===== src/rtc_host_pkg.sv =====
// Notes on behaviour
// Both lines are released while no transfer runs; commands wait for a free bus.
// Start is data falling while the clock is high.
// Stop is data rising while the clock is high; then idle.
// A repeated start behaves like a start and is followed by an address byte.
// Data changes only while the clock is low; sampling happens while it is high.
// The device treats data edges during clock high as start or stop.
// One bit per clock pulse; this controller makes every pulse.
// Transfers are whole bytes, most significant bit first.
// The device accepts any number of bytes between start and stop.
// The register pointer advances after every byte read or written.
// After the eighth bit the transmitter releases data; receiver acknowledges low.
// An acknowledging receiver releases data at the falling edge of the ninth clock.
// The last read byte is not acknowledged, then a stop follows.
// The first byte is a seven-bit address plus direction bit, one meaning read.
// Address bytes are d1 for read and d0 for write.
// Registers 49 and 4a are never accessed.
// Lines are only pulled low or released, never driven high.
// First written byte loads the pointer; later bytes are data with increments.
// Simplified read sends the read address; standard read writes pointer then restarts.
package rtc_host_pkg;

    localparam logic [7:0] DEV_ADDR_W = 8'hd0;
    localparam logic [7:0] DEV_ADDR_R = 8'hd1;
    localparam logic [7:0] TEST_REG_LO = 8'h49;
    localparam logic [7:0] TEST_REG_HI = 8'h4a;
    localparam logic [3:0] ACK_SLOT = 4'h8;

    localparam int CLK_PERIOD_NS = 8;
    localparam int SCL_PERIOD_NS = 2500;
    localparam int QTR_NS = SCL_PERIOD_NS / 4;
    localparam int QTR_CYC = (QTR_NS + CLK_PERIOD_NS - 1) / CLK_PERIOD_NS;
    localparam int WFIFO_DEPTH = 16;

    typedef enum logic [2:0] {
        ST_IDLE = 3'b000,
        ST_START = 3'b001,
        ST_BIT = 3'b010,
        ST_WAIT = 3'b011,
        ST_STOP = 3'b100
    } bus_state_e;

    typedef enum logic [2:0] {
        STG_ADDR_W = 3'b000,
        STG_PTR = 3'b001,
        STG_WDATA = 3'b010,
        STG_ADDR_R = 3'b011,
        STG_RDATA = 3'b100
    } stage_e;

    typedef struct packed {
        logic rd;
        logic simple;
        logic [7:0] ptr;
        logic [7:0] count;
    } cmd_s;

    typedef struct packed {
        logic done;
        logic nack;
        logic refused;
    } evt_s;

    // True when a burst from start of the given length touches a test register.
    function automatic logic hits_test(input logic [7:0] start, input logic [7:0] count);
        logic [8:0] last;
        last = 9'({1'b0, start} + {1'b0, count} - 9'd1);
        return ((start <= TEST_REG_HI) && (last >= {1'b0, TEST_REG_LO})) ||
               (last >= (9'h100 + {1'b0, TEST_REG_LO}));
    endfunction

endpackage

===== src/byte_fifo.sv =====
`timescale 1ns/1ps
module byte_fifo #(
    parameter int WIDTH = 8,
    parameter int DEPTH = 16
) (
    // Clock and reset.
    input wire logic sys_clk,
    input wire logic arst_n,
    // Filling side.
    input wire logic in_valid,
    output logic in_ready,
    input wire logic [WIDTH-1:0] in_data,
    // Draining side.
    input wire logic out_ready,
    output logic out_valid,
    output logic [WIDTH-1:0] out_data
);
    localparam int AW = $clog2(DEPTH);

    logic [WIDTH-1:0] mem [DEPTH];
    logic [AW:0] wp_q;
    logic [AW:0] rp_q;

    wire full = (wp_q[AW] != rp_q[AW]) && (wp_q[AW-1:0] == rp_q[AW-1:0]);
    wire empty = (wp_q == rp_q);
    wire push = in_valid && !full;
    wire pop = out_ready && !empty;

    assign in_ready = !full;
    assign out_valid = !empty;
    assign out_data = mem[rp_q[AW-1:0]];

    always_ff @(posedge sys_clk) begin
        if (push) begin
            mem[wp_q[AW-1:0]] <= in_data;
        end
    end

    always_ff @(posedge sys_clk or negedge arst_n) begin
        if (!arst_n) begin
            wp_q <= '0;
            rp_q <= '0;
        end else begin
            wp_q <= push ? (AW+1)'(1) + wp_q : wp_q;
            rp_q <= pop ? (AW+1)'(1) + rp_q : rp_q;
        end
    end
endmodule


===== src/rtc_host_ctrl.sv =====
`timescale 1ns/1ps
module rtc_host_ctrl #(
    parameter int DIV = rtc_host_pkg::QTR_CYC,
    parameter int FIFO_DEPTH = rtc_host_pkg::WFIFO_DEPTH
) (
    // Clock and reset.
    input wire logic sys_clk,
    input wire logic arst_n,
    // Command port.
    input wire logic cmd_valid,
    output logic cmd_ready,
    input wire rtc_host_pkg::cmd_s cmd,
    // Write data stream.
    input wire logic wr_valid,
    output logic wr_ready,
    input wire logic [7:0] wr_data,
    // Read data stream.
    output logic rd_valid,
    input wire logic rd_ready,
    output logic [7:0] rd_data,
    // Status.
    output logic busy,
    output rtc_host_pkg::evt_s evt,
    // Two-wire bus pins.
    input wire logic scl_i,
    output logic scl_o,
    output logic scl_oe,
    input wire logic sda_i,
    output logic sda_o,
    output logic sda_oe
);
    import rtc_host_pkg::*;

    // ------------------------------------------------------------
    // Pin synchronisers
    // ------------------------------------------------------------
    logic scl_m_q, scl_s_q, sda_m_q, sda_s_q;

    always_ff @(posedge sys_clk or negedge arst_n) begin
        if (!arst_n) begin
            scl_m_q <= 1'b1;
            scl_s_q <= 1'b1;
            sda_m_q <= 1'b1;
            sda_s_q <= 1'b1;
        end else begin
            scl_m_q <= scl_i;
            scl_s_q <= scl_m_q;
            sda_m_q <= sda_i;
            sda_s_q <= sda_m_q;
        end
    end

    // ------------------------------------------------------------
    // State
    // ------------------------------------------------------------
    bus_state_e st_q;
    stage_e stg_q;
    cmd_s cmd_q;
    evt_s evt_q;
    logic [1:0] ph_q;
    logic [3:0] bit_q;
    logic [7:0] tx_q, rx_q, rem_q, ptr_q, rd_data_q;
    logic [11:0] div_q;
    logic restart_q, ack_q, abort_q, rd_valid_q, scl_oe_q, sda_oe_q;
    logic f_valid;
    logic [7:0] f_data;

    // ------------------------------------------------------------
    // Decoding
    // ------------------------------------------------------------
    wire run = (st_q == ST_START) || (st_q == ST_BIT) || (st_q == ST_STOP);
    wire tick = run && (div_q == 12'(DIV - 1));
    // The high phase is held until the line is seen high, so a slow rise is tolerated.
    wire adv = tick && !((ph_q == 2'd1) && !scl_s_q);
    wire rx_byte = (stg_q == STG_RDATA);
    wire last_byte = (rem_q == 8'd1);
    wire tx_bit = tx_q[3'd7 - bit_q[2:0]];
    wire ack_slot = (bit_q == ACK_SLOT);
    // Acknowledge read bytes except the last; release during transmitted acknowledge.
    wire bit_oe = ack_slot ? (rx_byte && !last_byte) : (!rx_byte && !tx_bit);
    wire bus_free = scl_s_q && sda_s_q;
    wire fire = cmd_valid && cmd_ready;
    wire [7:0] first_reg = (cmd.rd && cmd.simple) ? ptr_q : cmd.ptr;
    wire refuse = (cmd.count == 8'd0) || hits_test(first_reg, cmd.count);
    wire byte_end = (st_q == ST_BIT) && adv && (ph_q == 2'd3) && ack_slot;
    wire wait_wr = (st_q == ST_WAIT) && (stg_q == STG_WDATA);
    wire wait_go = wait_wr ? f_valid : !rd_valid_q;

    logic scl_oe_d, sda_oe_d;

    // In bit slots the clock is low in phases 0 and 3, data changed only while it is low.
    always_comb begin
        case (st_q)
            ST_START: scl_oe_d = ((ph_q == 2'd0) && restart_q) || (ph_q == 2'd3);
            ST_BIT: scl_oe_d = (ph_q == 2'd0) || (ph_q == 2'd3);
            ST_WAIT: scl_oe_d = 1'b1;
            ST_STOP: scl_oe_d = (ph_q == 2'd0);
            default: scl_oe_d = 1'b0;
        endcase
    end

    always_comb begin
        case (st_q)
            ST_START: sda_oe_d = ph_q[1];
            ST_BIT: sda_oe_d = bit_oe;
            ST_STOP: sda_oe_d = !ph_q[1];
            default: sda_oe_d = 1'b0;
        endcase
    end

    assign cmd_ready = (st_q == ST_IDLE) && bus_free;
    assign busy = (st_q != ST_IDLE);
    assign scl_o = 1'b0;
    assign sda_o = 1'b0;
    assign scl_oe = scl_oe_q;
    assign sda_oe = sda_oe_q;
    assign rd_valid = rd_valid_q;
    assign rd_data = rd_data_q;
    assign evt = evt_q;

    // ------------------------------------------------------------
    // Write data buffer
    // ------------------------------------------------------------
    byte_fifo #(.WIDTH(8), .DEPTH(FIFO_DEPTH)) u_wfifo (
        .sys_clk(sys_clk),
        .arst_n(arst_n),
        .in_valid(wr_valid),
        .in_ready(wr_ready),
        .in_data(wr_data),
        .out_ready(wait_wr),
        .out_valid(f_valid),
        .out_data(f_data)
    );

    // ------------------------------------------------------------
    // Clock divider and pin registers
    // ------------------------------------------------------------
    always_ff @(posedge sys_clk or negedge arst_n) begin
        if (!arst_n) begin
            div_q <= '0;
            scl_oe_q <= 1'b0;
            sda_oe_q <= 1'b0;
        end else begin
            div_q <= (!run || tick) ? 12'd0 : div_q + 12'd1;
            scl_oe_q <= scl_oe_d;
            sda_oe_q <= sda_oe_d;
        end
    end

    // ------------------------------------------------------------
    // Transaction sequencer
    // ------------------------------------------------------------
    always_ff @(posedge sys_clk or negedge arst_n) begin
        if (!arst_n) begin
            st_q <= ST_IDLE;
            stg_q <= STG_ADDR_W;
            cmd_q <= '0;
            evt_q <= '0;
            ph_q <= 2'd0;
            bit_q <= 4'd0;
            tx_q <= 8'h00;
            rx_q <= 8'h00;
            rem_q <= 8'h00;
            ptr_q <= 8'h00;
            rd_data_q <= 8'h00;
            restart_q <= 1'b0;
            ack_q <= 1'b0;
            abort_q <= 1'b0;
            rd_valid_q <= 1'b0;
        end else begin
            evt_q <= '0;
            if (rd_valid_q && rd_ready) begin
                rd_valid_q <= 1'b0;
            end
            if (adv) begin
                ph_q <= ph_q + 2'd1;
            end
            if ((st_q == ST_BIT) && adv && (ph_q == 2'd2)) begin
                if (ack_slot) begin
                    ack_q <= !sda_s_q;
                end else begin
                    rx_q <= {rx_q[6:0], sda_s_q};
                end
            end
            case (st_q)
                ST_IDLE: begin
                    if (fire && refuse) begin
                        evt_q.refused <= 1'b1;
                    end else if (fire) begin
                        cmd_q <= cmd;
                        rem_q <= cmd.count;
                        st_q <= ST_START;
                        ph_q <= 2'd0;
                        restart_q <= 1'b0;
                        abort_q <= 1'b0;
                        if (cmd.rd && cmd.simple) begin
                            stg_q <= STG_ADDR_R;
                            tx_q <= DEV_ADDR_R;
                        end else begin
                            stg_q <= STG_ADDR_W;
                            tx_q <= DEV_ADDR_W;
                        end
                    end
                end
                ST_START: begin
                    if (adv && (ph_q == 2'd3)) begin
                        st_q <= ST_BIT;
                        bit_q <= 4'd0;
                        restart_q <= 1'b0;
                    end
                end
                ST_BIT: begin
                    if (adv && (ph_q == 2'd3) && !ack_slot) begin
                        bit_q <= bit_q + 4'd1;
                    end
                    if (byte_end) begin
                        bit_q <= 4'd0;
                        if (!rx_byte && !ack_q) begin
                            st_q <= ST_STOP;
                            abort_q <= 1'b1;
                            evt_q.nack <= 1'b1;
                        end else begin
                            case (stg_q)
                                STG_ADDR_W: begin
                                    stg_q <= STG_PTR;
                                    tx_q <= cmd_q.ptr;
                                end
                                STG_PTR: begin
                                    ptr_q <= cmd_q.ptr;
                                    if (cmd_q.rd) begin
                                        stg_q <= STG_ADDR_R;
                                        tx_q <= DEV_ADDR_R;
                                        st_q <= ST_START;
                                        restart_q <= 1'b1;
                                    end else begin
                                        stg_q <= STG_WDATA;
                                        st_q <= ST_WAIT;
                                    end
                                end
                                STG_ADDR_R: begin
                                    stg_q <= STG_RDATA;
                                    st_q <= ST_WAIT;
                                end
                                STG_RDATA: begin
                                    rd_data_q <= rx_q;
                                    rd_valid_q <= 1'b1;
                                    ptr_q <= ptr_q + 8'd1;
                                    rem_q <= rem_q - 8'd1;
                                    st_q <= last_byte ? ST_STOP : ST_WAIT;
                                end
                                default: begin
                                    ptr_q <= ptr_q + 8'd1;
                                    rem_q <= rem_q - 8'd1;
                                    st_q <= last_byte ? ST_STOP : ST_WAIT;
                                end
                            endcase
                        end
                    end
                end
                ST_WAIT: begin
                    if (wait_go) begin
                        st_q <= ST_BIT;
                        ph_q <= 2'd0;
                        if (wait_wr) begin
                            tx_q <= f_data;
                        end
                    end
                end
                ST_STOP: begin
                    if (adv && (ph_q == 2'd3)) begin
                        st_q <= ST_IDLE;
                        evt_q.done <= !abort_q;
                    end
                end
                default: begin
                    st_q <= ST_IDLE;
                end
            endcase
        end
    end

    // ------------------------------------------------------------
    // Assertions
    // ------------------------------------------------------------
    property p_idle_released;
        @(posedge sys_clk) disable iff (!arst_n)
        (st_q == ST_IDLE) && ($past(st_q) == ST_IDLE) |-> !scl_oe_q && !sda_oe_q;
    endproperty
    a_idle_released: assert property (p_idle_released) else $error("bus held in idle");

    property p_start_cond;
        @(posedge sys_clk) disable iff (!arst_n)
        (st_q == ST_START) && (ph_q == 2'd2) && adv |=> sda_oe_q && !scl_oe_q ##1 scl_oe_q;
    endproperty
    a_start_cond: assert property (p_start_cond) else $error("bad start shape");

    property p_stop_cond;
        @(posedge sys_clk) disable iff (!arst_n)
        (st_q == ST_STOP) && (ph_q == 2'd1) && adv |=> sda_oe_q && !scl_oe_q ##1
            !sda_oe_q && !scl_oe_q;
    endproperty
    a_stop_cond: assert property (p_stop_cond) else $error("bad stop shape");

    property p_restart_addr;
        @(posedge sys_clk) disable iff (!arst_n)
        byte_end && (stg_q == STG_PTR) && cmd_q.rd && ack_q |=>
            (st_q == ST_START) && (tx_q == DEV_ADDR_R) && restart_q;
    endproperty
    a_restart_addr: assert property (p_restart_addr) else $error("no repeated start");

    property p_data_low_clk;
        @(posedge sys_clk) disable iff (!arst_n)
        $changed(sda_oe_q) && ($past(st_q, 2) == ST_BIT) && ($past(st_q) == ST_BIT)
            |-> scl_oe_q && $past(scl_oe_q);
    endproperty
    a_data_low_clk: assert property (p_data_low_clk) else $error("data moved, clock high");

    property p_msb_first;
        @(posedge sys_clk) disable iff (!arst_n)
        (st_q == ST_BIT) && !rx_byte && !ack_slot |=> sda_oe_q == !$past(tx_bit);
    endproperty
    a_msb_first: assert property (p_msb_first) else $error("wrong bit on the line");

    property p_ptr_step;
        @(posedge sys_clk) disable iff (!arst_n)
        byte_end && (stg_q == STG_RDATA) |=> ptr_q == $past(ptr_q) + 8'd1;
    endproperty
    a_ptr_step: assert property (p_ptr_step) else $error("pointer did not advance");

    property p_ack_release;
        @(posedge sys_clk) disable iff (!arst_n)
        (st_q == ST_BIT) && ack_slot && !rx_byte |=> !sda_oe_q;
    endproperty
    a_ack_release: assert property (p_ack_release) else $error("held data in ack slot");

    property p_ack_drop;
        @(posedge sys_clk) disable iff (!arst_n)
        byte_end && rx_byte && !last_byte |=> ##1 !sda_oe_q;
    endproperty
    a_ack_drop: assert property (p_ack_drop) else $error("ack not released");

    property p_last_nack;
        @(posedge sys_clk) disable iff (!arst_n)
        (st_q == ST_BIT) && ack_slot && rx_byte && last_byte |=> !sda_oe_q;
    endproperty
    a_last_nack: assert property (p_last_nack) else $error("last byte acknowledged");

    property p_first_addr;
        @(posedge sys_clk) disable iff (!arst_n)
        (st_q == ST_START) && adv && (ph_q == 2'd3) |=>
            (tx_q == DEV_ADDR_W) || (tx_q == DEV_ADDR_R);
    endproperty
    a_first_addr: assert property (p_first_addr) else $error("bad address byte");

    property p_no_test_reg;
        @(posedge sys_clk) disable iff (!arst_n)
        fire && hits_test(first_reg, cmd.count) |=> (st_q == ST_IDLE) && evt_q.refused;
    endproperty
    a_no_test_reg: assert property (p_no_test_reg) else $error("test register reached");

    c_write_done: cover property (@(posedge sys_clk) disable iff (!arst_n)
        evt_q.done && !cmd_q.rd);
    c_read_done: cover property (@(posedge sys_clk) disable iff (!arst_n)
        evt_q.done && cmd_q.rd && !cmd_q.simple);
    c_nack: cover property (@(posedge sys_clk) disable iff (!arst_n) evt_q.nack);
    c_restart: cover property (@(posedge sys_clk) disable iff (!arst_n)
        (st_q == ST_START) && restart_q);
endmodule


===== config.mk =====
export PLATFORM = sky130hd
export DESIGN_NAME = rtc_host_ctrl
export DESIGN_NICKNAME = d
export VERILOG_FILES = /design/src/rtc_host_pkg.sv /design/src/byte_fifo.sv /design/src/rtc_host_ctrl.sv
export SDC_FILE = /design/constraint.sdc
export NUM_CORES = 1
export LEC_CHECK = 0
export BUFFER_PORTS_ARGS = -buffer_cell sky130_fd_sc_hd__buf_2
export CAP_MARGIN = 20
export CORE_UTILIZATION = 50
export CTS_CLUSTER_DIAMETER = 50
export DETAILED_ROUTE_END_ITERATION = 8
export GPL_ROUTABILITY_DRIVEN = 1
export PLACE_DENSITY_LB_ADDON = 0.1
export REMOVE_ABC_BUFFERS = 1
export SYNTH_ARGS = -nofsm -noshare
export SYNTH_HDL_FRONTEND = slang
export SYNTH_SLANG_ARGS = --single-unit

===== constraint.sdc =====
create_clock -name sys_clk -period 3.9 [get_ports sys_clk]
set_input_delay 0.78 -clock sys_clk [delete_from_list [all_inputs] [get_ports sys_clk]]
set_output_delay 0.78 -clock sys_clk [all_outputs]
set_load 0.02 [all_outputs]

==> results_tabular.tex <==
\begin{tabular}{lr}
\hline
Metric & Value \\
\hline
\multicolumn{2}{l}{\textbf{Clocking}} \\
Max Root-Sink Buffers & 3 \\
Clock root buffer & sky130\_fd\_sc\_hd\_\_clkbuf\_16 \\
Post-CTS setup-driven buffer insertion count & 0 \\
Clock transition at the registers of the reported paths & 0.06 ns \\
Number of buffers created by CTS & 27 \\
H-tree Lvls & 1 \\
Sinks on the clock net & 224 \\
TritonCTS clock tree & built \\
Hold bufs inserted after CTS & 0 \\
Latest clock arrival within the worst-skew pair & 0.53 ns \\
Number of resized instances in the post-cts repair step & 0 \\
\multicolumn{2}{l}{\textbf{Route}} \\
Post-DRT Antenna Nets & 0 \\
Number of design-rule violations left by the first detailed-router iteration & 420 \\
Number of vias per cell after detailed routing & 5.82 \\
Routed vias & 6,943 \\
Remaining design rule violation count & 0 \\
Routed len/inst & 19.8 um \\
Total length of routed wires & 23.6 mm \\
First-pass iteration count of the detailed router & 5 \\
\multicolumn{2}{l}{\textbf{Final layout}} \\
Post-route standard cell area excluding fillers & 12,300 um2 \\
Count of non-filler cells in the finished layout & 1,193 \\
Growth of design area from synthesis to finish & 15.8\% \\
Fraction of layout instances using a drive strength above 1 & 0.266 \\
Ant. Diodes & 0 \\
\# nets final & 963 \\
\multicolumn{2}{l}{\textbf{Yosys}} \\
Flops \& latches, synth & 224 \\
Count leader, synth & sky130\_fd\_sc\_hd\_\_edfxtp\_1 \\
Share of the yosys chip area belonging to registers & 0.586 \\
Share of the synthesized area in the top cell type & 0.360 \\
Most used DFF post-synth & sky130\_fd\_sc\_hd\_\_edfxtp\_1 \\
Most common library cells after synthesis & sky130\_fd\_sc\_hd\_\_edfxtp\_1, sky130\_fd\_sc\_hd\_\_dfrtp\_1, sky130\_fd\_sc\_hd\_\_nor2\_1 \\
Mean cell area of the mapped netlist & 13.2 um2 \\
Async set or reset register ratio after synthesis & 0.429 \\
Post-Synthesis Cell Area & 10,700 um2 \\
Post-synth cell types & 74 \\
Cell taking the most area after synthesis & sky130\_fd\_sc\_hd\_\_edfxtp\_1 \\
Leading post-synthesis cells by cell area & sky130\_fd\_sc\_hd\_\_edfxtp\_1, sky130\_fd\_sc\_hd\_\_dfrtp\_1, sky130\_fd\_sc\_hd\_\_mux4\_2 \\
Post-synthesis cell count & 806 \\
Number of enable flip-flop cells after synthesis & 128 \\
Total number of yosys warnings & 0 \\
\multicolumn{2}{l}{\textbf{GRT}} \\
Total overflow reported by the global router & 0 \\
Vias in the first global route & 6,902 \\
Global-route wire length before repair & 37.6 mm \\
GRT Resource Usage Total & 0.223 \\
Pin count of the biggest net entering global routing & 84 \\
Antenna violations before repair & 0 \\
\multicolumn{2}{l}{\textbf{Worst setup path}} \\
Setup crit end kind & register \\
Crit path kind & in -> reg \\
Startpoint of the lowest-slack register-to-register path & ptr\_q[1] \\
Worst setup path startpoint & cmd[17] \\
Required time of the critical path & 4.31 ns \\
Maximum net fanout on the critical path & 5 \\
Data arrival time of the critical path & 4.06 ns \\
Sort of element at the start of the critical path & input pin \\
\multicolumn{2}{l}{\textbf{Run}} \\
MaxCap Viol Count & 0 \\
\multicolumn{2}{l}{\textbf{Timing}} \\
Maximum frequency from static timing analysis & 274 MHz \\
Slew at the pin closest to its max-slew limit & 0.897 ns \\
Max Clock Skew & 0.00812 ns \\
Final period util & 0.937 \\
Count of endpoints failing hold in the final timing report & 0 \\
Final period demand of the worst path & 3.65 ns \\
Final number of setup-violating endpoints & 0 \\
Worst relative slew slack & 0.399 \\
Max Transition Viols Final & 0 \\
\multicolumn{2}{l}{\textbf{Floorplan}} \\
Die area & 21,900 um2 \\
Horiz. Die Dim & 148 um \\
I/O pin total & 52 \\
Initial core utilization & 0.509 \\
DIE HEIGHT & 148 um \\
Row count & 53 \\
CORE AREA & 21,000 um2 \\
\multicolumn{2}{l}{\textbf{Power}} \\
Final total power & 0.00572 W \\
VDD IR max & 359 uV \\
Leakage component of the power & 4.96 nW \\
Total power per unit cell area & 464 nW/um2 \\
\multicolumn{2}{l}{\textbf{Placed design}} \\
Buffers added on ports & 49 \\
Cell Count Post-Placement & 1,144 \\
Cell area reported after detailed placement & 11,400 um2 \\
Routability cong. & 0.857 \\
Half-perimeter wire length after detailed placement & 16.4 mm \\
\multicolumn{2}{l}{\textbf{Worst hold path}} \\
Hold WC Path Type & in -> async \\
\multicolumn{2}{l}{\textbf{Run status}} \\
Outcome & finished clean \\
\hline
\end{tabular}
==> critical path, cell delays in order <==
cell and delay, ns:
sky130_fd_sc_hd__buf_2 0.10, sky130_fd_sc_hd__nand2_2 0.09, sky130_fd_sc_hd__mux2i_1 0.14, sky130_fd_sc_hd__ha_1 0.28, sky130_fd_sc_hd__inv_1 0.04, sky130_fd_sc_hd__ha_1 0.22, sky130_fd_sc_hd__fa_1 0.45, sky130_fd_sc_hd__a211oi_2 0.29
sky130_fd_sc_hd__nor3_1 0.09, sky130_fd_sc_hd__or3b_1 0.36, sky130_fd_sc_hd__a41oi_1 0.22, sky130_fd_sc_hd__maj3_2 0.29, sky130_fd_sc_hd__a21oi_2 0.11, sky130_fd_sc_hd__nand2b_1 0.23, sky130_fd_sc_hd__a221o_1 0.38
==> power by group <==
group | switching [W] | internal [W] | leakage (nW)
Sequential | 0.0000893 | 0.00268 | 2.42
Clock | 0.000969 | 0.00141 | 0.419
Combinational | 0.000350 | 0.000235 | 2.13
Total | 0.00141 | 0.00432 | 4.96
==> stage by stage <==
step | setup WS, ns | setup TNS (ns) | hold WS [ns] | utilization
floorplan | -0.196 | -2.57 | 0.345 | -
global placement | -0.218 | -5.11 | 0.350 | 0.546
detailed placement | -0.462 | -11.55 | 0.349 | 0.546
CTS | 0.111 | 0 | 0.324 | 0.586
global route | -0.000170 | -0.000170 | 0.0844 | 0.589
finish | 0.247 | 0 | 0.0919 | 0.589
==> state kept, by name, indices dropped and copies added (netlist names), 2 cells and up <==
| name | cells |
|---|---|
| u_wfifo.mem | 128 |
| div_q | 12 |
| cmd_q | 9 |
| ptr_q | 8 |
| rd_data | 8 |
| rem_q | 8 |
| rx_q | 8 |
| tx_q | 8 |
| u_wfifo.rp_q | 5 |
| u_wfifo.wp_q | 5 |
| bit_q | 4 |
| evt | 3 |
| st_q | 3 |
| stg_q | 3 |
| ph_q | 2 |
==> routing by layer <==
layer | GRT usage | up-vias | wire, um | part of all wire
met2 | 0.376 | 204 | 11700 | 0.50
li1 | - | 3224 | - | -
met4 | 0.0603 | 0 | 554 | 0.023
met5 | 0 | - | 0 | 0
met1 | 0.307 | 3469 | 10200 | 0.43
met3 | 0.0291 | 46 | 1200 | 0.051
==> path summary, 6_finish.rpt <==
| path | slack (ns) | cells past startpoint | endpoint |
|---|---|---|---|
| setup / recovery | 0.25 | 15 | rem_q[2] |
| hold / removal | 0.09 | 1 | stg_q[0] |
| setup reg to reg | 0.28 | 13 | rem_q[2] |
| hold reg to reg | 0.36 | 0 | scl_s_q |
| max in group asynchronous | 2.96 | 3 | u_wfifo.rp_q[0] |
| min in group sys_clk | 0.35 | 1 | sda_m_q |
==> placed cells by master (no fill, tap or decap), types with 4 or more instances in the layout <==
master                        n
sky130_fd_sc_hd__a21o_1       8
sky130_fd_sc_hd__a21oi_1     33
sky130_fd_sc_hd__a2bb2oi_1    4
sky130_fd_sc_hd__and3_1      12
sky130_fd_sc_hd__buf_2       48
sky130_fd_sc_hd__buf_4       49
sky130_fd_sc_hd__clkbuf_16   27
sky130_fd_sc_hd__clkinv_1     6
sky130_fd_sc_hd__dfrtp_1     91
sky130_fd_sc_hd__dfstp_2      4
sky130_fd_sc_hd__edfxtp_1   128
sky130_fd_sc_hd__ha_1        29
sky130_fd_sc_hd__inv_1       36
sky130_fd_sc_hd__mux2_2      30
sky130_fd_sc_hd__mux2i_1     10
sky130_fd_sc_hd__mux4_2      42
sky130_fd_sc_hd__nand2_1     41
sky130_fd_sc_hd__nand2b_1    12
sky130_fd_sc_hd__nand3_1     30
sky130_fd_sc_hd__nand4_1     13
sky130_fd_sc_hd__nor2_1      62
sky130_fd_sc_hd__nor2_4       5
sky130_fd_sc_hd__nor3_1      28
sky130_fd_sc_hd__nor3b_1      4
sky130_fd_sc_hd__nor4_1       5
sky130_fd_sc_hd__o21ai_0     39
sky130_fd_sc_hd__o22ai_1      8
sky130_fd_sc_hd__or2_2        5
sky130_fd_sc_hd__or3_1        4
sky130_fd_sc_hd__xnor2_1     15
sky130_fd_sc_hd__xor2_1      13
==> logic make-up after synthesis <==
logic type	synth area share
flops	0.586
xor+xnor	0.0230
fa+ha+maj	0.0370
mux	0.132
other cells	0.000352
buf+inv	0.0300
compound gates	0.0748
simple gates	0.117
==> final cells by class <==
type                    count  area [um2]
clock buffers              29         683
repair buffers             98         636
inverters                  37         139
multi-input cells         512        4130
flip-flops and latches    224        6250
clock inverters            18         164
well taps                 275         344
fillers                  1684        8610
Note: power is estimated with default switching activity, not from simulation.
